--- src/logic/ppfs_params.svh ---
// constants of the port pin-function select block
// assumes inclusion by bare name from the top module, the checker and the testbench
`ifndef PPFS_PARAMS_SVH
`define PPFS_PARAMS_SVH

// register byte offsets on the apb bus
`define PPFS_OFF_PA_DATA    12'h000
`define PPFS_OFF_PA_DIR     12'h004
`define PPFS_OFF_PB_DATA    12'h008
`define PPFS_OFF_PB_DIR     12'h00c
`define PPFS_OFF_PA_WAKE    12'h010
`define PPFS_OFF_PAS_LOW    12'h014
`define PPFS_OFF_PAS_HIGH   12'h018
`define PPFS_OFF_PBS        12'h01c
`define PPFS_OFF_INT_SRC    12'h020
`define PPFS_OFF_BIT_OP     12'h024
`define PPFS_OFF_PA_PAD     12'h028
`define PPFS_OFF_PB_PAD     12'h02c

// implemented bits per variant
`define PPFS_MASK_PAS_LOW_ANA   8'h5f
`define PPFS_MASK_PAS_LOW_RED   8'h05
`define PPFS_MASK_PAS_HIGH_ANA  8'h1d
`define PPFS_MASK_PAS_HIGH_RED  8'h15
`define PPFS_MASK_PBS           8'h23
`define PPFS_MASK_INT_SRC       8'h01

// reset values
`define PPFS_RST_PORT       8'hff
`define PPFS_RST_SEL        8'h00

// bit-operation command fields
`define PPFS_BOP_BIT_LSB    0
`define PPFS_BOP_TGT_LSB    4
`define PPFS_BOP_SET_BIT    8

`endif

--- src/logic/ppfs_pkg.sv ---
// types of the port pin-function select block
// assumes the params header sits beside it
package ppfs_pkg;

    // route of one pad: who drives it and with what
    typedef struct packed {
        logic periph;   // peripheral output owns the pad
        logic value;    // peripheral output level
        logic analog;   // analogue path owns the pad
    } ppfs_route_s;

    // drive of one port's pads
    typedef struct packed {
        logic [7:0] out;
        logic [7:0] oe;
    } ppfs_pads_s;

    // analogue connections towards the converter
    typedef struct packed {
        logic [4:0] chan;   // channel n connected
        logic       vref;   // reference input connected
    } ppfs_ana_s;

    // bit-operation target
    typedef enum logic [1:0] {
        PPFS_TGT_PA_DATA = 2'b00,
        PPFS_TGT_PA_DIR  = 2'b01,
        PPFS_TGT_PB_DATA = 2'b10,
        PPFS_TGT_PB_DIR  = 2'b11
    } ppfs_target_e;

endpackage

--- src/logic/ppfs_top.sv ---
// port pin-function select: port registers, function routing of shared pads, wake-up
// assumes apb master on pclk; pwm levels arrive on pclk; pads are asynchronous
// Overview of operation
// RULE1: analogue variant: pad PA3 bit 6 chooses port/interrupt or analogue channel 3
// RULE2: analogue variant: pad PA2 bit 4 chooses port/timer clock or analogue channel 2
// RULE3: analogue variant: PA1 field bits 3..2 chooses port, inverted pwm a, vref, channel 1
// RULE4: analogue variant: PA0 field bits 1..0 chooses port, pwm a, channel 0, port
// RULE5: PA6 bit 4 of high select chooses port/interrupt or pwm c
// RULE6: PA4 bit 0 of high select chooses port or pwm a
// RULE7: PA5 uses bit 2 (reduced) or bits 3..2 with channel 4 (analogue)
// RULE8: port b bit 5 routes pad PB5 to port or pwm a
// RULE9: port b bit 1 routes pad PB1 to port or pwm c
// RULE10: port b bit 0 routes pad PB0 to port or pwm b
// RULE11: interrupt source bit 0 picks pad PA3 or pad PA6 for interrupt input
// RULE12: unimplemented select bits read zero and ignore writes
// RULE13: reset sets all port data and direction bits to ones
// RULE14: output enabled before data rewrite drives high
// RULE15: bit set/clear reads the whole port, changes one bit, writes byte back
// RULE16: while sleeping, falling edge on wake-enabled port a pin wakes device
// RULE17: direction 1 makes an input reading pad, 0 a push-pull output from latch
// RULE18: a pad given to a peripheral or analogue path is not driven by the latch
//
// Design decisions made here: the APB interface to the registers and the register addresses.
`timescale 1ns/100ps
`default_nettype none
`include "ppfs_params.svh"
module ppfs_top import ppfs_pkg::*; #(
    parameter bit ANALOG_VARIANT = 1'b1
) (
    // clock and reset
    input  wire  logic        pclk,
    input  wire  logic        presetn,
    // apb slave
    input  wire  logic        psel,
    input  wire  logic        penable,
    input  wire  logic        pwrite,
    input  wire  logic [11:0] paddr,
    input  wire  logic [31:0] pwdata,
    output logic              pready,
    output logic              pslverr,
    output logic       [31:0] prdata,
    // pads
    input  wire  logic [7:0]  pa_in,
    input  wire  logic [7:0]  pb_in,
    output ppfs_pads_s        pa_pads,
    output ppfs_pads_s        pb_pads,
    // peripheral outputs
    input  wire  logic        pwm_a_output,
    input  wire  logic        pwm_a_inverted_output,
    input  wire  logic        pwm_b_output,
    input  wire  logic        pwm_c_output,
    // peripheral inputs and analogue
    output logic              ext_int_input,
    output logic              timer_clock_input,
    output ppfs_ana_s         analog_conn,
    // power management
    input  wire  logic        sleep_mode,
    output logic              wake_up
);

    // software registers
    logic [7:0] pa_data_q;
    logic [7:0] pa_dir_q;
    logic [7:0] pb_data_q;
    logic [7:0] pb_dir_q;
    logic [7:0] pa_wake_q;
    logic [7:0] pas_low_q;
    logic [7:0] pas_high_q;
    logic [7:0] pbs_q;
    logic [7:0] int_src_q;
    logic [7:0] pa_prev_q;

    // synchronised pads
    logic [7:0] pa_sync;
    logic [7:0] pb_sync;

    // decoded wires
    logic        wr_acc;
    logic        rd_setup;
    logic        addr_hit;
    logic [7:0]  mask_low;
    logic [7:0]  mask_high;
    logic [7:0]  pa_view;
    logic [7:0]  pb_view;
    logic [2:0]  bop_bit;
    logic [1:0]  bop_tgt;
    logic        bop_set;
    logic        bop_wr;
    logic [7:0]  bop_src;
    logic [7:0]  bop_val;
    logic [31:0] rd_mux;
    logic [7:0]  pa_fall;
    logic [7:0]  pa_drive_d;
    logic [7:0]  pa_level_d;
    logic [7:0]  pb_drive_d;
    logic [7:0]  pb_level_d;
    logic        int_d;
    ppfs_ana_s   ana_d;

    ppfs_route_s route_a [8];
    ppfs_route_s route_b [8];

    // address match
    function automatic logic at(input logic [11:0] a, input logic [11:0] off);
        at = (a == off);
    endfunction

    // write strobe of one register
    function automatic logic wr_to(input logic en, input logic [11:0] a, input logic [11:0] off);
        wr_to = en && at(a, off);
    endfunction

    // pad synchronisers
    ppfs_sync #(
        .W        (16)
    ) u_sync (
        .pclk     (pclk),
        .presetn  (presetn),
        .async_in ({pb_in, pa_in}),
        .sync_out ({pb_sync, pa_sync})
    );

    // apb handshake: read data latched in setup, writes and answer in first access cycle
    assign pready   = psel && penable;
    assign pslverr  = pready && !addr_hit;
    assign wr_acc   = pready && pwrite;
    assign rd_setup = psel && !penable && !pwrite;
    assign addr_hit = at(paddr, `PPFS_OFF_PA_DATA)  || at(paddr, `PPFS_OFF_PA_DIR)
                   || at(paddr, `PPFS_OFF_PB_DATA)  || at(paddr, `PPFS_OFF_PB_DIR)
                   || at(paddr, `PPFS_OFF_PA_WAKE)  || at(paddr, `PPFS_OFF_PAS_LOW)
                   || at(paddr, `PPFS_OFF_PAS_HIGH) || at(paddr, `PPFS_OFF_PBS)
                   || at(paddr, `PPFS_OFF_INT_SRC)  || at(paddr, `PPFS_OFF_BIT_OP)
                   || at(paddr, `PPFS_OFF_PA_PAD)   || at(paddr, `PPFS_OFF_PB_PAD);

    // variant masks on the select registers
    assign mask_low  = ANALOG_VARIANT ? `PPFS_MASK_PAS_LOW_ANA : `PPFS_MASK_PAS_LOW_RED;   // RULE12
    assign mask_high = ANALOG_VARIANT ? `PPFS_MASK_PAS_HIGH_ANA : `PPFS_MASK_PAS_HIGH_RED; // RULE12

    // port view: input bits show pad, output bits show latch
    assign pa_view = (pa_dir_q & pa_sync) | (~pa_dir_q & pa_data_q); // RULE17
    assign pb_view = (pb_dir_q & pb_sync) | (~pb_dir_q & pb_data_q); // RULE17

    // bit set/clear: read whole target, change one bit, write byte back
    assign bop_bit = pwdata[`PPFS_BOP_BIT_LSB +: 3];
    assign bop_tgt = pwdata[`PPFS_BOP_TGT_LSB +: 2];
    assign bop_set = pwdata[`PPFS_BOP_SET_BIT];
    assign bop_wr  = wr_to(wr_acc, paddr, `PPFS_OFF_BIT_OP);
    assign bop_src = (bop_tgt == PPFS_TGT_PA_DATA) ? pa_view :
                     (bop_tgt == PPFS_TGT_PA_DIR)  ? pa_dir_q :
                     (bop_tgt == PPFS_TGT_PB_DATA) ? pb_view : pb_dir_q; // RULE15
    assign bop_val = bop_set ? (bop_src | (8'h01 << bop_bit))
                             : (bop_src & ~(8'h01 << bop_bit)); // RULE15

    // read multiplexer
    assign rd_mux = at(paddr, `PPFS_OFF_PA_DATA)  ? 32'(pa_view) :
                    at(paddr, `PPFS_OFF_PA_DIR)   ? 32'(pa_dir_q) :
                    at(paddr, `PPFS_OFF_PB_DATA)  ? 32'(pb_view) :
                    at(paddr, `PPFS_OFF_PB_DIR)   ? 32'(pb_dir_q) :
                    at(paddr, `PPFS_OFF_PA_WAKE)  ? 32'(pa_wake_q) :
                    at(paddr, `PPFS_OFF_PAS_LOW)  ? 32'(pas_low_q) :
                    at(paddr, `PPFS_OFF_PAS_HIGH) ? 32'(pas_high_q) :
                    at(paddr, `PPFS_OFF_PBS)      ? 32'(pbs_q) :
                    at(paddr, `PPFS_OFF_INT_SRC)  ? 32'(int_src_q) :
                    at(paddr, `PPFS_OFF_PA_PAD)   ? 32'(pa_sync) :
                    at(paddr, `PPFS_OFF_PB_PAD)   ? 32'(pb_sync) : 32'h00000000;

    // port data and direction registers
    always_ff @(posedge pclk or negedge presetn)
    begin
        if (!presetn)
        begin
            pa_data_q <= `PPFS_RST_PORT; // RULE13 RULE14
            pa_dir_q  <= `PPFS_RST_PORT; // RULE13
            pb_data_q <= `PPFS_RST_PORT; // RULE13 RULE14
            pb_dir_q  <= `PPFS_RST_PORT; // RULE13
        end
        else
        begin
            if (wr_to(wr_acc, paddr, `PPFS_OFF_PA_DATA))
                pa_data_q <= pwdata[7:0];
            else if (bop_wr && bop_tgt == PPFS_TGT_PA_DATA)
                pa_data_q <= bop_val; // RULE15
            if (wr_to(wr_acc, paddr, `PPFS_OFF_PA_DIR))
                pa_dir_q <= pwdata[7:0];
            else if (bop_wr && bop_tgt == PPFS_TGT_PA_DIR)
                pa_dir_q <= bop_val; // RULE15
            if (wr_to(wr_acc, paddr, `PPFS_OFF_PB_DATA))
                pb_data_q <= pwdata[7:0];
            else if (bop_wr && bop_tgt == PPFS_TGT_PB_DATA)
                pb_data_q <= bop_val; // RULE15
            if (wr_to(wr_acc, paddr, `PPFS_OFF_PB_DIR))
                pb_dir_q <= pwdata[7:0];
            else if (bop_wr && bop_tgt == PPFS_TGT_PB_DIR)
                pb_dir_q <= bop_val; // RULE15
        end
    end

    // select and wake-enable registers
    always_ff @(posedge pclk or negedge presetn)
    begin
        if (!presetn)
        begin
            pa_wake_q  <= 8'h00;
            pas_low_q  <= `PPFS_RST_SEL;
            pas_high_q <= `PPFS_RST_SEL;
            pbs_q      <= `PPFS_RST_SEL;
            int_src_q  <= `PPFS_RST_SEL;
        end
        else
        begin
            if (wr_to(wr_acc, paddr, `PPFS_OFF_PA_WAKE))
                pa_wake_q <= pwdata[7:0];
            if (wr_to(wr_acc, paddr, `PPFS_OFF_PAS_LOW))
                pas_low_q <= pwdata[7:0] & mask_low; // RULE12
            if (wr_to(wr_acc, paddr, `PPFS_OFF_PAS_HIGH))
                pas_high_q <= pwdata[7:0] & mask_high; // RULE12
            if (wr_to(wr_acc, paddr, `PPFS_OFF_PBS))
                pbs_q <= pwdata[7:0] & `PPFS_MASK_PBS; // RULE12
            if (wr_to(wr_acc, paddr, `PPFS_OFF_INT_SRC))
                int_src_q <= pwdata[7:0] & `PPFS_MASK_INT_SRC; // RULE12
        end
    end

    // port a routes; masked bits make the reduced variant fall out of the same decode
    assign route_a[0] = '{periph: pas_low_q[1:0] == 2'b01, value: pwm_a_output,
                          analog: pas_low_q[1:0] == 2'b10}; // RULE4
    assign route_a[1] = '{periph: pas_low_q[3:2] == 2'b01, value: pwm_a_inverted_output,
                          analog: pas_low_q[3]}; // RULE3
    assign route_a[2] = '{periph: 1'b0, value: 1'b0, analog: pas_low_q[4]}; // RULE2
    assign route_a[3] = '{periph: 1'b0, value: 1'b0, analog: pas_low_q[6]}; // RULE1
    assign route_a[4] = '{periph: pas_high_q[0], value: pwm_a_output, analog: 1'b0}; // RULE6
    assign route_a[5] = '{periph: pas_high_q[3:2] == 2'b01, value: pwm_b_output,
                          analog: pas_high_q[3:2] == 2'b10}; // RULE7
    assign route_a[6] = '{periph: pas_high_q[4], value: pwm_c_output, analog: 1'b0}; // RULE5
    assign route_a[7] = '{periph: 1'b0, value: 1'b0, analog: 1'b0};

    // port b routes
    assign route_b[0] = '{periph: pbs_q[0], value: pwm_b_output, analog: 1'b0}; // RULE10
    assign route_b[1] = '{periph: pbs_q[1], value: pwm_c_output, analog: 1'b0}; // RULE9
    assign route_b[2] = '{periph: 1'b0, value: 1'b0, analog: 1'b0};
    assign route_b[3] = '{periph: 1'b0, value: 1'b0, analog: 1'b0};
    assign route_b[4] = '{periph: 1'b0, value: 1'b0, analog: 1'b0};
    assign route_b[5] = '{periph: pbs_q[5], value: pwm_a_output, analog: 1'b0}; // RULE8
    assign route_b[6] = '{periph: 1'b0, value: 1'b0, analog: 1'b0};
    assign route_b[7] = '{periph: 1'b0, value: 1'b0, analog: 1'b0};

    // per-pad drive: peripheral, else analogue (released), else latch by direction
    genvar gi;
    generate
        for (gi = 0; gi < 8; gi++)
        begin : g_pad
            assign pa_drive_d[gi] = route_a[gi].periph || (!route_a[gi].analog && !pa_dir_q[gi]); // RULE17 RULE18
            assign pa_level_d[gi] = route_a[gi].periph ? route_a[gi].value : pa_data_q[gi]; // RULE18
            assign pb_drive_d[gi] = route_b[gi].periph || (!route_b[gi].analog && !pb_dir_q[gi]); // RULE17 RULE18
            assign pb_level_d[gi] = route_b[gi].periph ? route_b[gi].value : pb_data_q[gi]; // RULE18
        end
    endgenerate

    // analogue connections and interrupt source
    assign ana_d.chan = {route_a[5].analog, route_a[3].analog, route_a[2].analog,
                         pas_low_q[3:2] == 2'b11, route_a[0].analog}; // RULE1 RULE2 RULE3 RULE4 RULE7
    assign ana_d.vref = (pas_low_q[3:2] == 2'b10); // RULE3
    assign int_d      = int_src_q[0] ? pa_sync[6] : pa_sync[3]; // RULE11

    // falling edges on port a
    assign pa_fall = pa_prev_q & ~pa_sync;

    // registered pad, peripheral and wake outputs
    always_ff @(posedge pclk or negedge presetn)
    begin
        if (!presetn)
        begin
            pa_pads           <= '0;
            pb_pads           <= '0;
            analog_conn       <= '0;
            ext_int_input     <= 1'b0;
            timer_clock_input <= 1'b0;
            pa_prev_q         <= 8'h00;
            wake_up           <= 1'b0;
        end
        else
        begin
            pa_pads.out       <= pa_level_d;
            pa_pads.oe        <= pa_drive_d;
            pb_pads.out       <= pb_level_d;
            pb_pads.oe        <= pb_drive_d;
            analog_conn       <= ana_d;
            ext_int_input     <= int_d;      // RULE11
            timer_clock_input <= pa_sync[2]; // RULE2
            pa_prev_q         <= pa_sync;
            wake_up           <= sleep_mode && |(pa_fall & pa_wake_q); // RULE16
        end
    end

    // read data captured in setup cycle
    always_ff @(posedge pclk or negedge presetn)
    begin
        if (!presetn)
            prdata <= 32'h00000000;
        else if (rd_setup)
            prdata <= rd_mux;
    end

endmodule // ppfs_top
`default_nettype wire

--- src/logic/ppfs_sync.sv ---
// two-flop synchroniser for pad inputs
// assumes the input is asynchronous to pclk
`timescale 1ns/100ps
`default_nettype none
module ppfs_sync #(
    parameter int W = 8
) (
    // clock and reset
    input  wire  logic         pclk,
    input  wire  logic         presetn,
    // data
    input  wire  logic [W-1:0] async_in,
    output logic       [W-1:0] sync_out
);

    logic [W-1:0] meta_q;

    // first stage feeds only the second
    always_ff @(posedge pclk or negedge presetn)
    begin
        if (!presetn)
        begin
            meta_q   <= '0;
            sync_out <= '0;
        end
        else
        begin
            meta_q   <= async_in;
            sync_out <= meta_q;
        end
    end

endmodule // ppfs_sync
`default_nettype wire

--- config.mk ---
export PLATFORM = sky130hd
export DESIGN_NAME = ppfs_top
export DESIGN_NICKNAME = d
export VERILOG_FILES = /design/src/logic/ppfs_pkg.sv /design/src/logic/ppfs_top.sv /design/src/logic/ppfs_sync.sv
export VERILOG_INCLUDE_DIRS = /design/src /design/src/logic
export SDC_FILE = /design/constraint.sdc
export NUM_CORES = 1
export LEC_CHECK = 0
export ABC_AREA = 0
export BUFFER_PORTS_ARGS = -buffer_cell sky130_fd_sc_hd__clkbuf_2
export CAP_MARGIN = 20
export CORE_MARGIN = 8
export CORE_UTILIZATION = 54
export DETAILED_ROUTE_END_ITERATION = 12
export PLACE_DENSITY_LB_ADDON = 0.25
export SLEW_MARGIN = 20
export SYNTH_ARGS = -nofsm -noshare
export SYNTH_HDL_FRONTEND = slang
export SYNTH_SLANG_ARGS = --single-unit
--- constraint.sdc ---
create_clock -name pclk -period 2.55 [get_ports pclk]
set_clock_uncertainty 0.1 [all_clocks]
set_input_delay 0.6375 -clock pclk [delete_from_list [all_inputs] [get_ports pclk]]
set_output_delay 0.6375 -clock pclk [all_outputs]
set_load 0.05 [all_outputs]
# Word level (Yosys, flattened, before mapping)
# Cells that the tools add are included.
# W data, S select, Z words.
[totals]
inputBits = 70
reg_bits = 167
[classes]
reduce_logical = 75
mux = 32
bitwise_logic = 14
n_eq_ne = 21
shifts = 1
[op_table]
columns = ["cell", "count"]
rows = [
  ["$mux W8", 23],
  ["$and A8 B8 Y8", 7],
  ["$eq A12 B5 Y1 const B", 4],
  ["$eq A12 B6 Y1 const B", 4],
  ["$not A8 Y8", 4],
  ["$logic_and A1 B1 Y1", 25],
  ["$eq A12 B4 Y1 const B", 2],
  ["$logic_not A1 Y1", 24],
  ["$or A8 B8 Y8", 3],
  ["$logic_or A1 B1 Y1", 19],
  ["$eq A12 B3 Y1 const B", 1],
  ["$eq A2 B2 Y1 const B", 6],
  ["$logic_not A12 Y1", 1],
  ["$mux W1", 9],
  ["$eq A2 B1 Y1 const B", 4],
  ["$reduce_bool A2 Y1", 4],
  ["$reduce_or A8 Y1", 1],
  ["$shl A1 B3 Y8 const A", 1],
  ["$logic_not A2 Y1", 1],
]

# Depth between registers and ports, before layout
# Gate-level depths: netlist of the first run.
[logic_depth]
ltp_word = 14
mapped_depth = 7
mapped_depth_nobuf = 5

# By module
# A second synthesis of the first run with hierarchy kept.
[hier_totals]
cells_unflattened = 607
area_unflattened_um2 = 6841.6
[modules_own_cells]
columns = ["module", "cells_per_inst", "n_inst", "seq_area_each_um2", "area_per_inst_um2"]
rows = [
  ["ppfs_top", 575, 1, 2792.7, 6040.8],
  ["ppfs_sync", 32, 1, 800.8, 800.8],
]

# Least setup slack after synthesis of the first run
# Ideal clock, no wire load.
[synth_timing]
path_type = "in2out"
startpoint = "in paddr[5]"
endpoint = "out pslverr"
arrival_time_ns = 1.937
setup_slack_ns = -0.125
required_time_ns = 1.812
path_buffers = 2
stages = 4
cell_sequence = "buf_2 -> clkbuf_1 -> nand2_1 -> a31oi_1"
[synth_between]
elab_chain_cells = 14
word_cells_on_any_way = 25
[synth_lines]
columns = ["item", "line", "rtl"]
rows = [
  ["start: declaration", "ppfs_top.sv:37", "input wire logic [11:0] paddr,"],
  ["$eq A12 B3 Y1 / $logic_not A12 Y1 (equally long branches)", "ppfs_top.sv:105", "at = (a == off);"],
  ["$logic_or A1 B1 Y1 (10 in a row)", "ppfs_top.sv:128", "assign addr_hit = at(paddr, `PPFS_OFF_PA_DATA) || at(paddr, `PPFS_OFF_PA_DIR)"],
  ["$logic_or A1 B1 Y1 (*)", "ppfs_top.sv:128", ""],
  ["$logic_not A1 Y1 (*)", "ppfs_top.sv:125", "assign pslverr = pready && !addr_hit;"],
  ["$logic_and A1 B1 Y1 (*)", "ppfs_top.sv:125", ""],
  ["end: declaration", "ppfs_top.sv:40", "output logic pslverr,"],
]
# Mark *: on every way between the ends. The rest lies on a longest branch, timed or not.

# Worst setup path after layout of the first run
[layout_timing]
startpoint = "in paddr[7]"
endpoint = "out pslverr"
# The elaborated chain is that of the path after synthesis.

==> results of run 1 <==
[kinds of logic after synthesis]
| group | share of synthesized area |
|---|---|
| AOI/OAI and AO/OA | 0.1269 |
| DFF | 0.5447 |
| other | 0.0005684 |
| muxes | 0.1318 |
| buffers and inverters | 0.05253 |
| and+or+nand+nor | 0.1436 |
[through the flow]
| stage | setup WS (ps) | cells | total power (uW) | hold slack (ps) | instance area (sq um) |
|---|---|---|---|---|---|
| after global routing | 176.3 | 875 | 5332 | 61.77 | 8066 |
| after detailed placement | 84.64 | 843 | 2848 | 234.7 | 7500 |
| after global placement | 104.7 | 843 | 2839 | 232.1 | 7500 |
| after floorplan | 119.5 | 599 | 2660 | 231.2 | 6690 |
| after CTS | 227.6 | 875 | 5210 | 48.07 | 8066 |
| final | 229.3 | 875 | 5194 | 40.87 | 8066 |
[final timing paths]
kind	to	slack [ps]	cells after the start
max	pslverr	230	5
min	pa_wake_q[0]	40	1
max reg2reg	pa_dir_q[5]	320	4
min reg2reg	u_sync.sync_out[13]	250	0
max in group asynchronous	pa_data_q[5]	1630	2
min in group pclk	u_sync.meta_q[10]	210	1
[layer usage]
layer,share of wire,wire length (microns)
met5,0,0
met4,0.018,398
met3,0.094,2017
met2,0.46,9992
met1,0.42,9120
[critical path, cell delays in order]
cell and delay (ps):
clkbuf_2 140, buf_4 170, nor2_1 250, a31oi_2 130, clkbuf_2 250
[flip-flops by register name (all words and copies together) (netlist names), 8 cells and up]
register and cells:
pb_pads 16, pa_wake_q 8, pa_pads 16, u_sync.sync_out 16
pa_data_q 8, pa_prev_q 8, u_sync.meta_q 16, pa_dir_q 8
pb_data_q 8, prdata 8, pb_dir_q 8
[placed cells by master, fill, tap and decap left out, types with 15 or more instances in the layout]
master	n
a21oi_1	15
a22oi_1	19
buf_4	51
clkbuf_16	17
clkbuf_2	96
conb_1	24
dfrtp_1	110
dfstp_2	32
mux2_2	47
mux2i_1	16
nand2_1	43
nand2b_1	16
nand3_1	30
nor2_1	19
o211ai_1	15
o21ai_0	36
[power by group through the flow]
stage               Sequential [uW]  Clock, uW  Combinational [uW]
finish                         2340       2380                 471
global route                   2350       2490                 499
CTS                            2340       2400                 467
detailed placement             2380          0                 466
global placement               2380          0                 460
floorplan                      2420          0                 244
[area by class of cell]
type,instances,area [sq um],share of cell area
clock buffers,18,439.2,0.05444
clock inverters,14,127.6,0.01582
inverters,10,37.54,0.004653
multi-input cells,393,2750,0.3409
flip-flops and latches,142,3593,0.4455
well taps,147,183.9,0.02280
repair buffers,151,934.6,0.1159
[Yosys cell counts, types with 3 or more instances]
master | number | area share
o21a_1 | 3 | 0.0034
o31ai_1 | 3 | 0.0034
buf_4 | 24 | 0.027
and2_1 | 4 | 0.0038
nor3_2 | 3 | 0.0046
and3_1 | 5 | 0.0047
nand2b_1 | 16 | 0.015
nor4_1 | 4 | 0.0038
nand3b_1 | 3 | 0.0034
nand2_1 | 43 | 0.024
dfstp_2 | 32 | 0.13
a211oi_1 | 5 | 0.0057
o21ai_0 | 36 | 0.027
nor2_1 | 19 | 0.011
or3_1 | 6 | 0.0057
a22oi_1 | 19 | 0.022
nand4_1 | 3 | 0.0028
a21oi_1 | 15 | 0.011
mux4_2 | 8 | 0.027
a311oi_1 | 3 | 0.0040
mux2i_1 | 16 | 0.024
nor2b_1 | 10 | 0.0095
nand3_1 | 30 | 0.023
o22ai_1 | 7 | 0.0066
nor3_1 | 8 | 0.0061
o211ai_1 | 15 | 0.017
dfrtp_1 | 110 | 0.42
buf_2 | 7 | 0.0053
mux2_2 | 47 | 0.080
clkbuf_1 | 20 | 0.011
a31oi_1 | 5 | 0.0047
inv_1 | 10 | 0.0057
==> qor.csv, run 1 <==
metric;value;unit
fin_crit_sh;0.9101;
hp-class;in -> async;
end_kind;output port;
synth_area;6598;sq um
async_reset_ff_frac;1.000;
grt_max_degree;51;
worst_pin_slew;634.2;ps
routabilityCongestion;0.9196;
die-area;16010;sq um
drt_iter0_drc;522;
cts_buffers;17;
post_cts_buffers;0;
regToRegStartpoint;pb_dir_q[5];
grt_antenna_before_repair;0;
yosysSeqAreaShare;0.5447;
cap_violations;0;
swShare;0.2808;
grt_pass1_wl;32990;microns
seqPwrFrac;0.451;
synthesis.instances;576;
crit_start;paddr[7];
outcome;finished clean;
antenna_left;0;
synthFlopType;dfrtp_1;
dr.pass1.iters;7;
die_y;126.5;microns
use_met2;0.4201;
critPathMaxFanout;5;
root_buffer;clkbuf_16;
p_switching;1458;uW
ys_types;60;
drt-total-wl;21530;microns
grt_usage;0.2742;
slew_viol_final;0;
cts_tree;done;
vias;5443;
synth_edf_count;0;
cts.path.max_buffers;2;
cp.arrival;1580;ps
coreArea;11960;sq um
finish.utilization;0.6744;
use_met1;0.3649;
dpl.hpwl;16140;microns
hold_viol_final;0;
fin_crit;2321;ps
drive_above_1_share;0.3874;
grt.busiest_layer;met2;
max_freq;0.4309;GHz
fillers;945;
ir_drop;0.0006190;V
nets;785;
clk_pin_slew;60;ps
relSlewSlack;0.5772;
grt_pass1_vias;5554;
htreeDepth;4;
synth_area_per_cell;11.45;sq um
p_leak;0.003543;uW
start_util;0.5516;
critPathKind;in -> out;
area_delta_synth_final;22.26;%
row_count;40;
cts-resized-gates;0;
worstPathRequired;1810;ps
via_per_inst;6.221;
pwr-share-clk;0.458;
setup_viol;0;
drc;0;
startpoint_type;input port;
use_met3;0.08169;
power_density;643.9;nW/um^2
wire_per_inst;24.60;microns
grt-ovfl-total;0;
io_pins;145;
diodes;0;
clkSinkCount;142;
cts_hold_buf;0;
ys_ff_latch;142;
port_buffers;97;
die_w;126.5;microns
clock_latency;420;ps
tns;0;ps
yosysWarnings;0;
combPwrFrac;0.091;
internal_power;3735;uW
rsz0062_at_grt;no;
No activity file was read; power rests on OpenSTA's default activity.
==> run 2, diff against run 1 <==
- BUFFER_PORTS_ARGS: -buffer_cell sky130_fd_sc_hd__clkbuf_2 -> -buffer_cell sky130_fd_sc_hd__buf_2
- CORE_UTILIZATION: 54 -> 56
- CTS_BUF_LIST: default -> sky130_fd_sc_hd__clkbuf_4
==> run 2 against run 1 <==
Against the previous run: design area fell by 3.0%; first-iteration DRC count fell by 6.1%; wire length fell by 2.6%; sequential share of layout area rose by 1.4 points; total power fell by 14%; clock power fell by 31%; setup slack got worse by 55 ps; sequential cell count did not move; sequential power barely moved; largest cell class unchanged.
==> qor.csv, run 2 (synthesis results as in run 1) <==
metric;value;unit;change
critPathMaxFanout;6;;+1
clkSinkCount;142;;unchanged
via_per_inst;6.210;;-0.16%
seq_area;3593;sq um;unchanged
diodes;0;;unchanged
dr.pass1.iters;7;;unchanged
fillers;865;;-8.5%
port_buffers;97;;unchanged
grt_max_degree;61;;+20%
startpoint_type;input port;;
critPathKind;in -> out;;
drt-total-wl;20970;microns;-2.6%
root_buffer;clkbuf_4;;
slew_viol_final;0;;unchanged
wire_per_inst;24.10;microns;-2.0%
vias;5403;;-0.73%
row_count;39;;-2.5%
end_kind;output port;;
fin_crit_sh;0.9317;;+0.02162
drive_above_1_share;0.3838;;-0.003594
setup_viol;0;;unchanged
grt_pass1_vias;5569;;+0.27%
worst_slack;174.2;ps;-55.14 ps
drt_iter0_drc;490;;-6.1%
ir_drop;0.0005753;V;-7.0%
nets;785;;unchanged
worst_pin_slew;603.7;ps;-30.42 ps
layout_common_cells;110 x dfrtp_1, 96 x buf_2, 50 x buf_4, 47 x mux2_2, 43 x nand2_1;;
use_met2;0.4159;;-0.004194
cts.path.max_buffers;2;;unchanged
dpl.hpwl;15730;microns;-2.5%
htreeDepth;4;;unchanged
final_common_cell;dfrtp_1;;
max_freq;0.4209;GHz;-2.3%
use_met1;0.3645;;about the same
grt.busiest_layer;met2;;
outcome;finished clean;;
relSlewSlack;0.5975;;+0.02028
antenna_left;0;;unchanged
grt_usage;0.2739;;-0.0003028
routabilityCongestion;0.9612;;+4.5%
area_delta_synth_final;18.59;%;
grt-ovfl-total;0;;unchanged
hold_viol_final;0;;unchanged
die_w;124.5;microns;-1.6%
worstPathRequired;1810;ps;about the same
cap_violations;0;;unchanged
clock_latency;570;ps;+150 ps
power_density;568.8;nW/um^2;-12%
hp-class;in -> reg;;
drc;0;;unchanged
use_met3;0.07489;;-0.006799
reg2reg_setup_slack;300;ps;-20 ps
coreArea;11470;sq um;-4.1%
cts-resized-gates;0;;unchanged
dp_cells;837;;-0.71%
start_util;0.5753;;+0.02377
cts_buffers;17;;unchanged
cts_tree;done;;
die_y;124.5;microns;-1.6%
p_leak;0.003430;uW;-3.2%
grt_antenna_before_repair;0;;unchanged
instances_no_fill;870;;-0.57%
clk_pin_slew;120;ps;+60 ps
dpl_worst_slack;-13.44;ps;-98.08 ps
fin_crit;2376;ps;+55.14 ps
multiInputGateArea;2750;sq um;unchanged
rsz0062_at_grt;no;;
io_pins;145;;unchanged
die-area;15510;sq um;-3.1%
grt_pass1_wl;32510;microns;-1.4%
cp.arrival;1640;ps;+60 ps
[run 2: where the power goes]
group          switching [uW]  internal, uW
Clock                     834           807
Combinational             348           122
Sequential               37.8          2300
[run 2: layout make-up]
cell class                 instances  area share
clock buffer                      19     0.01823
clock inverter                    12     0.02351
inverter                          10    0.004798
multi-input combinational        393      0.3515
sequential                       142      0.4593
tap                              143     0.02287
timing repair buffer             151      0.1198
[run 2: critical path, cell delays in order]
cell and delay (ps):
buf_2 100, nor2_1 340, and2_1 250, a31oi_2 90
buf_2 220
[run 2: final timing paths]
kind                                       to  cells past startpoint        startpoint
setup / recovery                      pslverr                      5         paddr[11]
min in group asynchronous          pa_pads[5]                      2           presetn
hold reg to reg            u_sync.sync_out[3]                      0  u_sync.meta_q[3]
max in group asynchronous         pb_dir_q[4]                      3           presetn
hold / removal              u_sync.meta_q[12]                      1          pb_in[4]
setup reg to reg                 pb_data_q[0]                      4       pb_dir_q[0]
[run 2: timing repair]
action	4_1_cts	5_1_grt
hold buffers	1	0
hold endpoints to repair	44	0
endpoints found under the setup margin	0	1
setup buffers	0	1
[run 2: through the flow]
stage | TNS, ps | cell area, sq um | hold slack (ps) | power (uW) | util
3_3_place_gp | 0 | 7480 | 231.2 | 2833 | 0.6523
6_report | 0 | 7824 | 69.16 | 4450 | 0.6823
3_5_place_dp | -17.41 | 7480 | 234.7 | 2843 | 0.6523
4_1_cts | 0 | 7816 | 29.25 | 4473 | 0.6816
5_1_grt | 0 | 7824 | 20.59 | 4593 | 0.6823
2_1_floorplan | 0 | 6690 | 231.2 | 2660 | -
[run 2: metal layers]
| layer | vias up | share of wire | wire (microns) |
|---|---|---|---|
| li1 | 2363 | - | - |
| met1 | 2673 | 0.42 | 8859 |
| met2 | 316 | 0.46 | 9660 |
| met3 | 51 | 0.088 | 1855 |
| met4 | 0 | 0.028 | 595 |
| met5 | - | 0 | 0 |
==> run 3, diff against run 2 <==
--- a/config.mk
+++ b/config.mk
@@ -16,3 +16,3 @@
 export PLACE_DENSITY_LB_ADDON = 0.25
-export SLEW_MARGIN = 20
+export SLEW_MARGIN = 10
 export SYNTH_ARGS = -nofsm -noshare
==> constraint.sdc (replaced) <==
create_clock -name pclk -period 2.55 [get_ports pclk]
set_clock_uncertainty 0.1 [all_clocks]
set_input_delay 0.255 -clock pclk [delete_from_list [all_inputs] [get_ports pclk]]
set_output_delay 0.255 -clock pclk [all_outputs]
set_load 0.05 [all_outputs]
==> run 3 against run 2 <==
Against the previous run: combinational power is essentially flat; die area did not move; sequential share of layout area grew 0.15 points; non-clock buffer count decreased by 2; clock-buffer cell count unchanged; wire length is 1.3% lower; sequential power is essentially flat; cell count fell by 0.11%; maximum frequency up 4.4%; worst hold slack worse by 21 ps; core utilization down 0.22 points; design area is 0.32% lower; critical endpoint is now pb_dir_q[5]; largest cell class unchanged; largest power group unchanged.
==> qor.csv, run 3 (synthesis results as in run 1) <==
metric;value;unit;change
diodes;0;;unchanged
tns;0;ps;unchanged
power_density;546.2;nW/um^2;-4.0%
drive_above_1_share;0.3444;;-0.03942
cts-resized-gates;0;;unchanged
nets;783;;-0.25%
via_per_inst;6.243;;+0.52%
crit_chain;mux2_2 -> mux4_2 -> mux2i_1 -> o211ai_1;;
slowest_stage;dfstp_2;;
end_kind;flip-flop;;
crit_start;pb_dir_q[5];;
hold_ws;48.40;ps;-20.76 ps
routabilityCongestion;0.9299;;-3.3%
dpl.hpwl;14880;microns;-5.4%
worst_pin_slew;1017;ps;+412.8 ps
clk_pin_slew;130;ps;about the same
dr.pass1.iters;5;;-2
cp.arrival;2640;ps;+1000 ps
startpoint_type;flip-flop;;
wire_per_inst;23.81;microns;-1.2%
grt_antenna_before_repair;0;;unchanged
clock_latency;560;ps;about the same
vias;5425;;+0.41%
root_buffer;clkbuf_4;;
relSlewSlack;0.3197;;-0.2778
htreeDepth;4;;unchanged
hold_viol_final;0;;unchanged
hp-class;in -> reg;;
antenna_left;0;;unchanged
slew_viol_final;0;;unchanged
grt_pass1_wl;32800;microns;+0.87%
port_buffers;97;;unchanged
fin_crit;2276;ps;-99.64 ps
rsz0062_at_grt;no;;
outcome;finished clean;;
cts_buffers;17;;unchanged
die-area;15510;sq um;unchanged
use_met3;0.07319;;-0.001702
drt-total-wl;20690;microns;-1.3%
cts.path.max_buffers;2;;unchanged
area_delta_synth_final;18.21;%;
layout_common_cells;110 x dfrtp_1, 96 x buf_2, 47 x mux2_2, 43 x nand2_1, 36 x o21ai_0;;
die_y;124.5;microns;unchanged
reg2reg_setup_slack;270;ps;-30 ps
cts_tree;done;;
use_met2;0.4150;;-0.0009446
io_pins;145;;unchanged
use_met1;0.3672;;+0.002673
worstPathRequired;2920;ps;+1110 ps
drc;0;;unchanged
grt_max_degree;143;;+130%
fin_crit_sh;0.8926;;-0.03907
die_w;124.5;microns;unchanged
ff2ff_path_depth;4;;unchanged
drt_iter0_drc;623;;+27%
grt_usage;0.2728;;-0.001158
coreArea;11470;sq um;unchanged
cap_violations;0;;unchanged
p_leak;0.003370;uW;-1.7%
grt.busiest_layer;met2;;
max_freq;0.4393;GHz;+4.4%
cp_slowest_stage_delay;650;ps;+310 ps
row_count;39;;unchanged
clkSinkCount;142;;unchanged
post_cts_buffers;0;;unchanged
critPathMaxFanout;5;;-1
r2r_end;pb_dir_q[5];;
regToRegStartpoint;pb_dir_q[5];;
grt_pass1_vias;5623;;+0.97%
setup_viol;0;;unchanged
critPathKind;reg -> reg;;
start_util;0.5753;;unchanged
final_common_cell;dfrtp_1;;
grt-ovfl-total;0;;unchanged
ir_drop;0.0006058;V;+5.3%
crit_end;pb_dir_q[5];;
run 3: changes by cell type in the layout (fill, tap and decap cells not counted), sizes merged:
cell         previous run  this run
bufinv                  4         2
clkinvlp                1         2
clkinv                  3         6
inv                    14        13
buf                   150       122
dlygate4sd3             1        27
run 3: power by group:
part | internal (uW) | total, uW | switching, uW
Sequential | 2300 | 2340 | 36.6
Combinational | 130 | 472 | 342
Clock | 608 | 1450 | 841
run 3: layer usage:
metal	part of all wire	wire (microns)
met1	0.42	8727
met5	0	0
met4	0.027	557
met3	0.094	1949
met2	0.46	9452
run 3: final cells by class:
cell class | instances | area, sq um
clock inverter | 13 | 140.1
inverter | 10 | 37.54
tap | 143 | 178.9
sequential | 142 | 3593
multi-input combinational | 393 | 2744
timing repair buffer | 149 | 962.2
fill | 851 | 3669
clock buffer | 19 | 142.6
run 3: worst max-delay path: cells and delay by family (launching register included):
kind           cells  cell delay (ps)
AO/OA/AOI/OAI      1              190
flip-flops         1              650
multiplexers       3             1240
run 3: how the worst min path moves through the flow:
stage                            startpoint                   to  slack [ps]  cells past startpoint
after floorplan                     presetn       analog_conn[0]        -140                      0
after global placement    u_sync.meta_q[13]  u_sync.sync_out[13]         230                      0
after detailed placement   u_sync.meta_q[4]   u_sync.sync_out[4]         230                      0
after CTS                         pwdata[2]         pb_data_q[2]           5                      3
after global routing              pwdata[2]         pb_data_q[2]          30                      3
final                             pwdata[2]          pb_dir_q[2]          50                      3
run 3: what timing repair did:
item / in CTS / in global routing
hold buffers: 27 / 0
endpoints found under the setup margin: 0 / 0
hold endpoints to repair: 155 / 0
run 3: per-stage QoR:
| stage | setup slack (ps) | total power, uW | util | area, sq um | cells |
|---|---|---|---|---|---|
| global placement | 292.8 | 2807 | 0.6319 | 7246 | 810 |
| floorplan | 539.2 | 2660 | - | 6684 | 599 |
| detailed placement | 270.0 | 2814 | 0.6319 | 7246 | 810 |
| finish | 273.8 | 4260 | 0.6801 | 7799 | 869 |
| CTS | 311.8 | 4278 | 0.6801 | 7799 | 869 |
| global route | 234.5 | 4419 | 0.6801 | 7799 | 869 |
